File: src/inc/snv_pkg.sv
// Package of constants and types for the serial nvSRAM command and status block.
`default_nettype none
package snv_pkg;
  // -----------------------------------------------------------------
  // Opcodes
  // -----------------------------------------------------------------
  localparam logic [7:0] STATUS_READ_OP = 8'h05;
  localparam logic [7:0] STATUS_READ_FAST_OP = 8'h09;
  localparam logic [7:0] STATUS_WRITE_OP = 8'h01;
  localparam logic [7:0] WRITE_LATCH_SET_OP = 8'h06;
  localparam logic [7:0] WRITE_LATCH_CLEAR_OP = 8'h04;
  localparam logic [7:0] ARRAY_READ_OP = 8'h03;
  localparam logic [7:0] ARRAY_READ_FAST_OP = 8'h0b;
  localparam logic [7:0] ARRAY_WRITE_OP = 8'h02;
  localparam logic [7:0] SAVE_OP = 8'h3c;
  localparam logic [7:0] RESTORE_OP = 8'h60;
  localparam logic [7:0] AUTO_SAVE_ON_OP = 8'h59;
  localparam logic [7:0] AUTO_SAVE_OFF_OP = 8'h19;
  localparam logic [7:0] SLEEP_OP = 8'hb9;
  localparam logic [7:0] SERIAL_NUM_WRITE_OP = 8'hc2;
  localparam logic [7:0] SERIAL_NUM_READ_OP = 8'hc3;
  localparam logic [7:0] SERIAL_NUM_READ_FAST_OP = 8'hc9;
  localparam logic [7:0] IDENT_READ_OP = 8'h9f;
  localparam logic [7:0] IDENT_READ_FAST_OP = 8'h99;
  localparam logic [7:0] RESERVED_OP = 8'h1e;
  // -----------------------------------------------------------------
  // Status byte fields
  // -----------------------------------------------------------------
  localparam int HW_GUARD_ENABLE_BIT = 7;
  localparam int SERIAL_NUM_LOCK_BIT = 6;
  localparam int BLOCK_GUARD_HI_BIT = 3;
  localparam int BLOCK_GUARD_LO_BIT = 2;
  localparam int WRITE_LATCH_BIT = 1;
  localparam int BUSY_BIT = 0;
  localparam logic [7:0] STATUS_WRITE_MASK = 8'hcc;
  localparam logic [7:0] STATUS_SHIP_VALUE = 8'h00;
  // -----------------------------------------------------------------
  // Block guard address limits
  // -----------------------------------------------------------------
  localparam logic [14:0] GUARD_QUARTER_BASE = 15'h6000;
  localparam logic [14:0] GUARD_HALF_BASE = 15'h4000;
  // -----------------------------------------------------------------
  // Timing
  // -----------------------------------------------------------------
  localparam int CLK_PERIOD_NS = 10;
  localparam int POWERUP_RESTORE_TIME_US = 20000;
  localparam int POWERUP_RESTORE_CYCLES = POWERUP_RESTORE_TIME_US * 1000 / CLK_PERIOD_NS;
  localparam int POWERDOWN_WRITE_GRACE_NS = 25000;
  localparam int POWERDOWN_WRITE_GRACE_CYCLES = POWERDOWN_WRITE_GRACE_NS / CLK_PERIOD_NS;
  localparam int STANDBY_ENTRY_DELAY_NS = 100000;
  localparam int STANDBY_ENTRY_DELAY_CYCLES = STANDBY_ENTRY_DELAY_NS / CLK_PERIOD_NS;
  // -----------------------------------------------------------------
  // Types
  // -----------------------------------------------------------------
  typedef enum logic [2:0] {
    SNV_OFF, SNV_RESTORE, SNV_WAIT_EDGE, SNV_IDLE, SNV_OPCODE, SNV_DATA, SNV_IGNORE, SNV_DOWN
  } snv_phase_e;
  typedef struct packed {
    logic [7:0] opcode;
    logic [7:0] data;
    logic valid;
  } snv_word_s;
endpackage
`default_nettype wire

File: src/logic/snv_cmd_status.sv
// Serial nvSRAM instruction decoder, status byte and power gating.
`timescale 1ns/10ps
`default_nettype none
module snv_cmd_status #(
  parameter int RESTORE_CYCLES = snv_pkg::POWERUP_RESTORE_CYCLES,
  parameter int STANDBY_CYCLES = snv_pkg::STANDBY_ENTRY_DELAY_CYCLES,
  parameter int GRACE_CYCLES = snv_pkg::POWERDOWN_WRITE_GRACE_CYCLES,
  parameter int SAVE_CYCLES = 64,
  parameter int SW_RESTORE_CYCLES = 32
) (
  // Clock and reset
  input wire logic mclk,
  input wire logic reset_n,
  // Supply monitor
  input wire logic supply_ok,
  // Serial pins
  input wire logic spi_cs_n,
  input wire logic spi_sck,
  input wire logic spi_si,
  output logic spi_so,
  output logic spi_so_oe,
  input wire logic protect_n,
  // Array side
  input wire logic [14:0] array_addr,
  input wire logic array_write_done,
  output logic array_write_allowed,
  output logic access_allowed,
  // Decoded instruction stream
  output snv_pkg::snv_word_s cmd_word,
  input wire logic cmd_ready,
  // Mode status
  output logic standby,
  output logic auto_save_on,
  output logic save_busy
);
  // -----------------------------------------------------------------
  // State
  // -----------------------------------------------------------------
  localparam int CW = 32;
  typedef struct packed {
    logic [1:0] cs_sy;
    logic [1:0] sck_sy;
    logic [1:0] si_sy;
    logic [1:0] wp_sy;
    logic [1:0] pw_sy;
    logic cs_d1;
    logic sck_d1;
    logic mode3_arm;
    snv_pkg::snv_phase_e phase;
    logic [7:0] shift;
    logic [2:0] bitcnt;
    logic [1:0] bytecnt;
    logic [7:0] opcode;
    logic [7:0] nv_status;
    logic [7:0] status_live;
    logic write_latch;
    logic auto_save;
    logic dirty;
    logic [CW-1:0] busy_cnt;
    logic [CW-1:0] sb_cnt;
    logic [7:0] out_sr;
    logic so;
    logic so_oe;
    logic stby;
    logic wr_seen;
    logic [1:0] buf_cnt;
    snv_pkg::snv_word_s buf0;
    snv_pkg::snv_word_s buf1;
  } snv_state_s;
  snv_state_s s_q, s_d;

  function automatic logic latch_needed(input logic [7:0] op);
    latch_needed = op inside {snv_pkg::STATUS_WRITE_OP, snv_pkg::ARRAY_WRITE_OP, snv_pkg::SERIAL_NUM_WRITE_OP,
      snv_pkg::SAVE_OP, snv_pkg::RESTORE_OP, snv_pkg::AUTO_SAVE_ON_OP, snv_pkg::AUTO_SAVE_OFF_OP};
  endfunction

  function automatic logic op_known(input logic [7:0] op);
    op_known = op inside {snv_pkg::STATUS_READ_OP, snv_pkg::STATUS_READ_FAST_OP, snv_pkg::STATUS_WRITE_OP,
      snv_pkg::WRITE_LATCH_SET_OP, snv_pkg::WRITE_LATCH_CLEAR_OP, snv_pkg::ARRAY_READ_OP,
      snv_pkg::ARRAY_READ_FAST_OP, snv_pkg::ARRAY_WRITE_OP, snv_pkg::SAVE_OP, snv_pkg::RESTORE_OP,
      snv_pkg::AUTO_SAVE_ON_OP, snv_pkg::AUTO_SAVE_OFF_OP, snv_pkg::SLEEP_OP, snv_pkg::SERIAL_NUM_WRITE_OP,
      snv_pkg::SERIAL_NUM_READ_OP, snv_pkg::SERIAL_NUM_READ_FAST_OP, snv_pkg::IDENT_READ_OP,
      snv_pkg::IDENT_READ_FAST_OP};
  endfunction

  logic cs_fall, cs_rise, sck_rise, sck_fall, cs_low, wp_active, status_locked;
  logic [7:0] status_view, rx_byte;
  logic pop;

  assign cs_low = !s_q.cs_sy[1];
  assign cs_fall = s_q.cs_d1 && !s_q.cs_sy[1];
  assign cs_rise = !s_q.cs_d1 && s_q.cs_sy[1];
  assign sck_rise = !s_q.sck_d1 && s_q.sck_sy[1] && cs_low && !s_q.mode3_arm;
  assign sck_fall = s_q.sck_d1 && !s_q.sck_sy[1] && cs_low;
  assign wp_active = s_q.status_live[snv_pkg::HW_GUARD_ENABLE_BIT] && !s_q.wp_sy[1];
  assign status_locked = wp_active;
  assign status_view = {s_q.status_live[7:6], 2'b00, s_q.status_live[3:2], s_q.write_latch,
    (s_q.busy_cnt != '0)};
  assign rx_byte = {s_q.shift[6:0], s_q.si_sy[1]};
  assign pop = s_q.buf0.valid && cmd_ready;

  // -----------------------------------------------------------------
  // Next state
  // -----------------------------------------------------------------
  always_comb begin
    s_d = s_q;
    s_d.cs_sy = {s_q.cs_sy[0], spi_cs_n};
    s_d.sck_sy = {s_q.sck_sy[0], spi_sck};
    s_d.si_sy = {s_q.si_sy[0], spi_si};
    s_d.wp_sy = {s_q.wp_sy[0], protect_n};
    s_d.pw_sy = {s_q.pw_sy[0], supply_ok};
    s_d.cs_d1 = s_q.cs_sy[1];
    s_d.sck_d1 = s_q.sck_sy[1];
    s_d.wr_seen = 1'b0;
    if (s_q.busy_cnt != '0) begin
      s_d.busy_cnt = s_q.busy_cnt - 1'b1;
    end
    if (pop) begin
      s_d.buf0 = s_q.buf1;
      s_d.buf1 = '0;
      s_d.buf_cnt = s_q.buf_cnt - 2'd1;
    end
    // Standby entry counts from deselect and waits for any save or restore.
    // A running cycle holds the standby flag as it is, so power-up stays in standby.
    if (cs_low) begin
      s_d.sb_cnt = CW'(STANDBY_CYCLES);
      s_d.stby = 1'b0;
    end else if (s_q.busy_cnt != '0) begin
      s_d.sb_cnt = CW'(STANDBY_CYCLES);
    end else if (s_q.sb_cnt != '0) begin
      s_d.sb_cnt = s_q.sb_cnt - 1'b1;
    end else begin
      s_d.stby = 1'b1;
    end
    if (cs_rise || !cs_low) begin
      s_d.so_oe = 1'b0;
      s_d.so = 1'b0;
    end
    case (s_q.phase)
      snv_pkg::SNV_OFF: begin
        s_d.so_oe = 1'b0;
        if (s_q.pw_sy[1]) begin
          s_d.phase = snv_pkg::SNV_RESTORE;
          s_d.busy_cnt = CW'(RESTORE_CYCLES);
          s_d.status_live = s_q.nv_status;
          s_d.write_latch = 1'b0;
          s_d.dirty = 1'b0;
          s_d.stby = 1'b1;
        end
      end
      snv_pkg::SNV_RESTORE: begin
        if (s_q.busy_cnt == CW'(1) || s_q.busy_cnt == '0) begin
          s_d.busy_cnt = '0;
          s_d.phase = snv_pkg::SNV_WAIT_EDGE;
        end
      end
      snv_pkg::SNV_WAIT_EDGE, snv_pkg::SNV_IDLE: begin
        if (cs_fall) begin
          s_d.phase = snv_pkg::SNV_OPCODE;
          s_d.bitcnt = 3'd0;
          s_d.bytecnt = 2'd0;
          s_d.mode3_arm = s_q.sck_sy[1];
        end
      end
      snv_pkg::SNV_OPCODE, snv_pkg::SNV_DATA: begin
        if (s_q.mode3_arm && !s_q.sck_sy[1]) begin
          s_d.mode3_arm = 1'b0;
        end
        if (sck_rise) begin
          s_d.shift = rx_byte;
          s_d.bitcnt = s_q.bitcnt + 3'd1;
        end
        if (sck_rise && s_q.bitcnt == 3'd7) begin
          if (s_q.phase == snv_pkg::SNV_OPCODE) begin
            s_d.opcode = rx_byte;
            s_d.phase = snv_pkg::SNV_DATA;
            if (!op_known(rx_byte) || (latch_needed(rx_byte) && !s_q.write_latch) ||
                s_q.busy_cnt != '0) begin
              s_d.phase = snv_pkg::SNV_IGNORE;
            end else begin
              case (rx_byte)
                snv_pkg::STATUS_READ_OP: s_d.out_sr = status_view;
                snv_pkg::SAVE_OP: begin
                  s_d.busy_cnt = CW'(SAVE_CYCLES);
                  s_d.nv_status = s_q.status_live;
                  s_d.dirty = 1'b0;
                end
                snv_pkg::RESTORE_OP: begin
                  s_d.busy_cnt = CW'(SW_RESTORE_CYCLES);
                  s_d.status_live = s_q.nv_status;
                  s_d.dirty = 1'b0;
                end
                snv_pkg::AUTO_SAVE_ON_OP: s_d.auto_save = 1'b1;
                snv_pkg::AUTO_SAVE_OFF_OP: s_d.auto_save = 1'b0;
                default: s_d.out_sr = 8'h00;
              endcase
              if (rx_byte inside {snv_pkg::SAVE_OP, snv_pkg::RESTORE_OP, snv_pkg::AUTO_SAVE_ON_OP,
                  snv_pkg::AUTO_SAVE_OFF_OP}) begin
                s_d.write_latch = 1'b0;
              end
              s_d.wr_seen = s_q.buf_cnt != 2'd2 || pop;
            end
          end else begin
            s_d.bytecnt = (s_q.bytecnt == 2'd3) ? 2'd3 : s_q.bytecnt + 2'd1;
            if (s_q.opcode == snv_pkg::STATUS_READ_FAST_OP && s_q.bytecnt == 2'd0) begin
              s_d.out_sr = status_view;
            end
            if (s_q.opcode == snv_pkg::STATUS_READ_OP) begin
              s_d.out_sr = status_view;
            end
            if (s_q.opcode == snv_pkg::STATUS_WRITE_OP && s_q.bytecnt == 2'd0) begin
              if (!status_locked) begin
                s_d.status_live = (s_q.status_live & ~snv_pkg::STATUS_WRITE_MASK) |
                  (rx_byte & snv_pkg::STATUS_WRITE_MASK);
                if (s_q.status_live[snv_pkg::SERIAL_NUM_LOCK_BIT]) begin
                  s_d.status_live[snv_pkg::SERIAL_NUM_LOCK_BIT] = 1'b1;
                end
                s_d.dirty = 1'b1;
              end
              s_d.write_latch = 1'b0;
            end
            s_d.wr_seen = s_q.buf_cnt != 2'd2 || pop;
          end
        end
        if (s_q.phase == snv_pkg::SNV_DATA && sck_fall && (s_q.opcode == snv_pkg::STATUS_READ_OP ||
            (s_q.opcode == snv_pkg::STATUS_READ_FAST_OP && s_q.bytecnt != 2'd0))) begin
          s_d.so = s_q.out_sr[7];
          s_d.out_sr = {s_q.out_sr[6:0], s_q.out_sr[7]};
          s_d.so_oe = 1'b1;
        end
        if (cs_rise) begin
          if (s_q.opcode == snv_pkg::WRITE_LATCH_SET_OP && s_q.phase == snv_pkg::SNV_DATA) begin
            s_d.write_latch = 1'b1;
          end
          if (s_q.opcode == snv_pkg::WRITE_LATCH_CLEAR_OP && s_q.phase == snv_pkg::SNV_DATA) begin
            s_d.write_latch = 1'b0;
          end
          if (s_q.phase == snv_pkg::SNV_DATA && (s_q.opcode == snv_pkg::ARRAY_WRITE_OP ||
              s_q.opcode == snv_pkg::SERIAL_NUM_WRITE_OP)) begin
            s_d.write_latch = 1'b0;
          end
          s_d.phase = snv_pkg::SNV_IDLE;
        end
      end
      snv_pkg::SNV_IGNORE: begin
        s_d.so_oe = 1'b0;
        if (cs_rise) begin
          s_d.phase = snv_pkg::SNV_IDLE;
        end
      end
      snv_pkg::SNV_DOWN: begin
        s_d.so_oe = 1'b0;
        if (s_q.busy_cnt == '0) begin
          s_d.phase = snv_pkg::SNV_OFF;
        end
      end
      default: s_d.phase = snv_pkg::SNV_OFF;
    endcase
    if (array_write_done) begin
      s_d.dirty = 1'b1;
    end
    // A store of the array and status follows loss of supply only when power-loss save is on and the contents are dirty or a write just finished.
    if (!s_q.pw_sy[1] && s_q.phase != snv_pkg::SNV_OFF && s_q.phase != snv_pkg::SNV_DOWN) begin
      s_d.phase = snv_pkg::SNV_DOWN;
      s_d.so_oe = 1'b0;
      s_d.busy_cnt = CW'(GRACE_CYCLES);
      if (s_q.auto_save && (s_q.dirty || array_write_done)) begin
        s_d.nv_status = s_q.status_live;
        s_d.busy_cnt = CW'(GRACE_CYCLES + SAVE_CYCLES);
      end
    end
    if (s_d.wr_seen) begin
      if (s_q.buf_cnt - (pop ? 2'd1 : 2'd0) == 2'd0) begin
        s_d.buf0 = '{opcode: s_d.opcode, data: rx_byte, valid: 1'b1};
      end else begin
        s_d.buf1 = '{opcode: s_d.opcode, data: rx_byte, valid: 1'b1};
      end
      s_d.buf_cnt = s_q.buf_cnt - (pop ? 2'd1 : 2'd0) + 2'd1;
    end
  end

  always_ff @(posedge mclk or negedge reset_n) begin
    if (!reset_n) begin
      s_q <= '{cs_sy: 2'b11, sck_sy: 2'b00, si_sy: 2'b00, wp_sy: 2'b11, pw_sy: 2'b00, cs_d1: 1'b1,
        phase: snv_pkg::SNV_OFF, nv_status: snv_pkg::STATUS_SHIP_VALUE, auto_save: 1'b1, stby: 1'b1,
        default: '0};
    end else begin
      s_q <= s_d;
    end
  end

  // -----------------------------------------------------------------
  // Outputs
  // -----------------------------------------------------------------
  assign spi_so = s_q.so;
  assign spi_so_oe = s_q.so_oe;
  assign cmd_word = s_q.buf0;
  assign standby = s_q.stby;
  assign auto_save_on = s_q.auto_save;
  assign save_busy = s_q.busy_cnt != '0;
  assign access_allowed = s_q.busy_cnt == '0 && (s_q.phase inside {snv_pkg::SNV_WAIT_EDGE,
    snv_pkg::SNV_IDLE, snv_pkg::SNV_OPCODE, snv_pkg::SNV_DATA, snv_pkg::SNV_IGNORE});
  always_comb begin
    case (s_q.status_live[3:2])
      2'b01: array_write_allowed = array_addr < snv_pkg::GUARD_QUARTER_BASE;
      2'b10: array_write_allowed = array_addr < snv_pkg::GUARD_HALF_BASE;
      2'b11: array_write_allowed = 1'b0;
      default: array_write_allowed = 1'b1;
    endcase
  end

  // -----------------------------------------------------------------
  // Checks
  // -----------------------------------------------------------------
  chk_bits_zero: assert property (@(posedge mclk) disable iff (!reset_n) status_view[5:4] == 2'b00)
    else $error("unused status bits not zero");
  chk_lock_sticky: assert property (@(posedge mclk) disable iff (!reset_n)
    $past(s_q.status_live[6]) && s_q.phase != snv_pkg::SNV_RESTORE |-> s_q.status_live[6])
    else $error("serial lock cleared");
  chk_no_drive_ignore: assert property (@(posedge mclk) disable iff (!reset_n)
    s_q.phase == snv_pkg::SNV_IGNORE |=> !spi_so_oe)
    else $error("output driven after bad opcode");
  chk_busy_bit: assert property (@(posedge mclk) disable iff (!reset_n) status_view[0] == save_busy)
    else $error("busy bit disagrees");
  chk_guard_all: assert property (@(posedge mclk) disable iff (!reset_n)
    s_q.status_live[3:2] == 2'b11 |-> !array_write_allowed)
    else $error("full guard not blocking");
  chk_off_blocks: assert property (@(posedge mclk) disable iff (!reset_n)
    s_q.phase == snv_pkg::SNV_OFF |-> !access_allowed && !spi_so_oe)
    else $error("access while unpowered");
  chk_wp_refuse: assert property (@(posedge mclk) disable iff (!reset_n)
    status_locked && s_q.phase != snv_pkg::SNV_RESTORE |=> $stable(s_q.status_live))
    else $error("status written while guarded");
  chk_latch_ign: assert property (@(posedge mclk) disable iff (!reset_n)
    s_q.phase == snv_pkg::SNV_OPCODE && sck_rise && s_q.bitcnt == 3'd7 && latch_needed(rx_byte) &&
    !s_q.write_latch |=> s_q.phase == snv_pkg::SNV_IGNORE)
    else $error("write instruction not ignored");
endmodule // snv_cmd_status
`default_nettype wire

File: config.mk
export PLATFORM = sky130hd
export DESIGN_NAME = snv_cmd_status
export DESIGN_NICKNAME = d
export VERILOG_FILES = /design/src/inc/snv_pkg.sv /design/src/logic/snv_cmd_status.sv
export SDC_FILE = /design/constraint.sdc
export NUM_CORES = 1
export LEC_CHECK = 0
export BUFFER_PORTS_ARGS = -buffer_cell sky130_fd_sc_hd__buf_2
export CAP_MARGIN = 30
export CORE_ASPECT_RATIO = 0.5
export CORE_MARGIN = 2
export CORE_UTILIZATION = 63
export DETAILED_ROUTE_END_ITERATION = 7
export PLACE_DENSITY = 0.82
export SLEW_MARGIN = 40
export SYNTH_ARGS = -nofsm -noshare
export SYNTH_HDL_FRONTEND = slang
export SYNTH_SLANG_ARGS = --single-unit
File: constraint.sdc
create_clock -name mclk -period 8.8 [get_ports mclk]
set_input_delay 1.32 -clock mclk [delete_from_list [all_inputs] [get_ports mclk]]
set_output_delay 1.32 -clock mclk [all_outputs]
set_load 0.1 [all_outputs]
# ---- After elaboration in Yosys (flattened, before gate mapping)
# Index checks and enable logic that the tools add are counted.
dict set report word_totals {
  out_inout_bits 24
  register_bits 166
  word_cells 263
  input_bits 24
}
dict set report op_classes {
  add_sub_neg 7
  n_bitwise 2
  order_cmp 2
  n_mux 81
  n_eq_ne 66
  reduce_logical 74
}
# op count
set ops {}
lappend ops {{2-to-1 mux 32 bit} 7}
lappend ops {{case mux 32 bit (3 select lines)} 1}
lappend ops {{2-to-1 mux 8 bit} 10}
lappend ops {{2-to-1 mux 36 bit} 2}
lappend ops {{case mux 33 bit (2 select lines)} 1}
lappend ops {{nonzero test 32 bit} 2}
lappend ops {{subtractor 32 x 1 -> 32 bit, second input constant} 2}
lappend ops {{2-to-1 mux 61 bit} 1}
lappend ops {{== test 8 bit, second input constant} 7}
lappend ops {{2-to-1 mux 51 bit} 1}
lappend ops {{== test 8 x 3 -> 1 bit, second input constant} 6}
lappend ops {{inequality test 3 bit, second input constant} 14}
lappend ops {{2-to-1 mux 17 bit} 2}
lappend ops {{2-to-1 mux 33 bit} 1}
lappend ops {{== test 32 x 1 -> 1 bit, second input constant} 1}
lappend ops {{zero test 32 bit} 1}
lappend ops {{2-to-1 mux 16 bit} 2}
lappend ops {{less-than comparator 15 bit, second input constant} 2}
lappend ops {{2-to-1 mux 3 bit} 9}
lappend ops {{2-to-1 mux 9 bit} 3}
lappend ops {{== test 8 x 2 -> 1 bit, second input constant} 3}
lappend ops {{== test 8 x 4 -> 1 bit, second input constant} 3}
lappend ops {{logical AND 1 bit} 24}
lappend ops {{2-to-1 mux 1 bit} 24}
lappend ops {{other kinds (47)} 103}

# ---- Longest topological paths before layout
dict set report logic_depth {
  depth_word 13
  depth_mapped 11
  mapped_depth_nobuf 9
}

# ---- Worst setup path before layout
# No wires, ideal clock.
dict set report synth_timing {
  path_type {flip-flop to output port}
  startpoint {reg s_q[99] (netlist name)}
  endpoint {out access_allowed}
  path_stages_with_launch 8
  required_time_ps 7480
  path_slack_ps 2520
  path_buffers 1
  arrival_time_ps 4960
  cell_sequence {dfrtp_1 or4_4 or4_4 or4_4 buf_6 nor2_1 inv_1 nor3_1}
}
dict set report synth_between {
  elab_chain_len 2
}
# element line_no
set synth_rtl {}
lappend synth_rtl {{start, declared} snv_cmd_status.sv:70} ;# snv_state_s s_q, s_d;
lappend synth_rtl {{start signal, assigned} snv_cmd_status.sv:284} ;# s_q <= '{cs_sy: 2'b11, sck_sy: 2'b00, si_sy: 2'b00, wp_sy: 2'b11, pw_sy: 2'b00, cs_d1: 1'b1,
lappend synth_rtl {{zero test 32 bit} snv_cmd_status.sv:301} ;# assign access_allowed = s_q.busy_cnt == '0 && (s_q.phase inside {snv_pkg::SNV_WAIT_EDGE,
lappend synth_rtl {{logical AND 1 bit} snv_cmd_status.sv:301}
lappend synth_rtl {{end, declared} snv_cmd_status.sv:27} ;# output logic access_allowed,
# No other way between the ends.

# ---- Worst setup path in the final report
# Ends and elaborated chain as after synthesis.

==> summary.txt <==
Finish
  – Share of layout cells above drive strength 1: 12.15%
  – Utilization after layout: 70.02%
  – Final #Nets: 900
  – Cell Count, Final, Fillers Out: 1051
  – Fill cells: 914
  – Final instance area: 8867 µm²
  – Register Area: 3963 µm²
  – Area Growth Syn to Fin: 8.796%
  – Area of the multi-input gates: 3810 µm²
  – ANT cells: 0

Global route
  – Initial antenna violation count: 0
  – Total grt overflow: 0
  – Total GRT Usage: 27.30%
  – First-pass GRT wire length: 29.97 mm
  – Pin count of the biggest net entering global routing: 84
  – Vias in the first global route: 6100

Worst hold path
  – Beginning of the worst hold path: s_d[167]$_DFF_PN1_
  – HP Class: reg2reg
  – Hold Path Cell Cnt: 0
  – Hold-critical path endpoint: s_d[157]$_DFF_PN1_

Worst setup path
  – R2r setup slk: 5170 ps
  – Buf+Inv Stages, Crit Path: 2
  – Reg2reg start: s_q[99]$_DFF_PN0_
  – CP dominant cell by count: or4_4
  – R2R depth: 7
  – Worst r2r dst: s_q[117]$_DFFE_PN0P_
  – Crit-path max cell delay: 560 ps
  – CP max FO: 9
  – Worst Path Required: 7480 ps
  – CP top delay family: simple AND/OR/NAND/NOR gates
  – Worst EP arrival: 3820 ps
  – Setup CP Type: reg2out
  – Worst setup EP type: output pin
  – Crit-path cells: or4_4, or4_4, or4_4, nor2_1, inv_1, nor3_1, buf_2
  – Slowest stage cell, crit path: or4_4
  – Critical path startpoint category: register

Power and ir drop
  – VDD IR max: 0.1251 mV
  – P_leak: 4.209 nW
  – PwrDens: 218.9 nW/µm²
  – Tot Pwr: 1.941 mW

Floorplanning
  – Io pins: 48
  – Die span in y: 84.43 µm
  – Chip width: 164.9 µm
  – Core area: 12660 µm²
  – Row count: 29
  – Initial Util: 64.36%
  – Die area: 13920 µm²

Timing
  – Unrepaired setup endpoints after global routing: false
  – Period utilization: 58.37%
  – Relative slew slack: 41.89%
  – Max Clk Rate: 0.1947 GHz
  – Slew Viols, Final: 0
  – Skew final: 10.37 ps
  – Setup TNS: 0 ps
  – Setup-failing EPs final: 0
  – Slew @ Worst Pin: 865.0 ps
  – Clock period minus final worst setup slack: 5136 ps
  – Final hold violation count: 0

Logic synthesis
  – Library cells used by synthesis: 68
  – Ys flop type: dfrtp_1
  – Cell area after synthesis: 8150 µm²
  – Share of the synthesized area in the top cell type: 46.36%
  – Async S/R FF share, synth: 100.0%
  – Synth Register Bits: 158
  – Post-synth top cells: dfrtp_1 (151), nor2_1 (117), nand2_1 (97)
  – Number of flops mapped to enable cells by yosys: 0
  – Count leader, synth: dfrtp_1
  – Cells after Synth: 862
  – Net count after synthesis: 894
  – Avg Inst Size Synth: 9.455 µm²
  – Yosys warns: 0
  – Leading area contributor after synthesis: dfrtp_1
  – Sequential area share after synthesis: 48.62%
  – Most area-consuming cells after synthesis: dfrtp_1 (46%), nor2_1 (5.4%), nand2_1 (4.5%), mux2i_1 (4.3%), xnor2_1 (3.9%)

Drt
  – # DRC: 0
  – WL met3: 868 µm
  – Routed vias/inst: 6.092
  – WL met2: 8.634 mm
  – Highest Signal Layer: met4
  – Drt total wl: 17.86 mm
  – Initial detailed-routing violation count: 628
  – Total number of vias: 6403
  – Wire per inst: 16.99 µm
  – M1 WL: 7.989 mm
  – Pre-antenna DRT Iters: 6
  – Post-route ant nets: 0

Status
  – Status: completed

Clock tree
  – Skew-Pair Late Insertion Delay: 430 ps
  – Root Buffer: clkbuf_16
  – Post-CTS sizing: 0
  – CTS Buffer Depth: 2
  – Hold Buf Count CTS: 0
  – Clock buffer count from CTS: 17
  – CTS sink count: 158
  – Clock transition at path regs: 60 ps
  – Setup bufs post-CTS: 0
  – Max H-tree Level: 4
  – CTS tree: yes

Placement
  – Placed Area: 8310 µm²
  – Detailed Place HPWL: 12.01 mm
  – I/O Buffers: 34
  – Placed cell count: 1019
  – GPL Wtd Cong: 0.9371

Run
  – Maxcap violations: 0
[sequential cells by signal, summed over array words and instances (netlist names)]
register	flops
s_q	122
s_d	7
cmd_word	17
spi_so	1
spi_so_oe	1
rx_byte	8
auto_save_on	1
standby	1
[worst max path at each step]
stage,startpoint,depth (start not counted),end
global route,s_q[99]$_DFF_PN0_,7,access_allowed
finish,s_q[99]$_DFF_PN0_,7,access_allowed
floorplan,s_q[99]$_DFF_PN0_,7,access_allowed
global placement,s_q[99]$_DFF_PN0_,7,access_allowed
CTS,s_q[99]$_DFF_PN0_,7,access_allowed
detailed placement,s_q[99]$_DFF_PN0_,7,access_allowed
[cell usage in the layout (no fill, tap or decap), drive strengths merged, types with 4 or more instances in the layout]
| cell | n |
|---|---|
| and2 | 9 |
| mux2 | 10 |
| clkinvlp | 4 |
| nand3 | 25 |
| or2 | 5 |
| clkinv | 5 |
| xor2 | 19 |
| a31oi | 4 |
| inv | 30 |
| nand3b | 6 |
| a21oi | 36 |
| nand2 | 97 |
| or4 | 15 |
| nor4b | 9 |
| buf | 40 |
| dfrtp | 151 |
| nor2 | 117 |
| mux2i | 35 |
| nand2b | 5 |
| nand4 | 9 |
| a22o | 7 |
| o2111ai | 6 |
| xnor2 | 36 |
| nor3 | 28 |
| dfstp | 7 |
| a211oi | 8 |
| and3 | 6 |
| nor2b | 7 |
| ha | 8 |
| nor4 | 12 |
| or3 | 11 |
| clkbuf | 20 |
| o21ai | 51 |
[metal layers]
layer	vias up	global-route usage (%)
li1	3017	-
met1	3133	37.62
met2	210	43.97
met3	43	4.842
met4	0	10.04
met5	-	0
[worst reg2reg max path, cell delays in order, from the launching register on]
cell     delay (ps)
dfrtp_1         420
or4_4           560
or4_4           550
or4_4           520
or4b_4          590
or3_4           400
and2_4          170
mux2_4          300
[final cells by class]
| type | instances | share of cell area [%] |
|---|---|---|
| flip-flops and latches | 158 | 44.69 |
| multi-input cells | 624 | 42.97 |
| clock buffers | 19 | 4.995 |
| repair buffers | 41 | 2.653 |
| well taps | 170 | 2.399 |
| clock inverters | 13 | 1.199 |
| inverters | 26 | 1.101 |
[power by group]
part | switching (mW) | total (mW) | internal [mW]
clock | 0.316 | 0.690 | 0.374
combinational | 0.243 | 0.388 | 0.145
sequential | 0.0864 | 0.862 | 0.776
[cell families (layout without fill, tap and decap cells)]
| kind of cell | count (synthesis) | count (layout) | share of synthesized area, % |
|---|---|---|---|
| AOI/OAI and AO/OA | 141 | 141 | 10.92 |
| muxes | 45 | 45 | 5.818 |
| DFF | 158 | 158 | 48.62 |
| xor gates and xnor gates | 55 | 55 | 5.910 |
| adders and majority gates | 8 | 8 | 1.228 |
| buffers and inverters | 80 | 99 | 4.744 |
| and+or+nand+nor | 375 | 375 | 22.77 |
[per-stage QoR]
step / hold slack, ps / setup WS, ps
floorplan: 331.2 / 2520
global placement: 332.5 / 4260
detailed placement: 337.8 / 4161
CTS: 357.3 / 3683
global route: 358.2 / 3509
finish: 357.2 / 3664
Note: power is estimated with default switching activity, not from simulation.
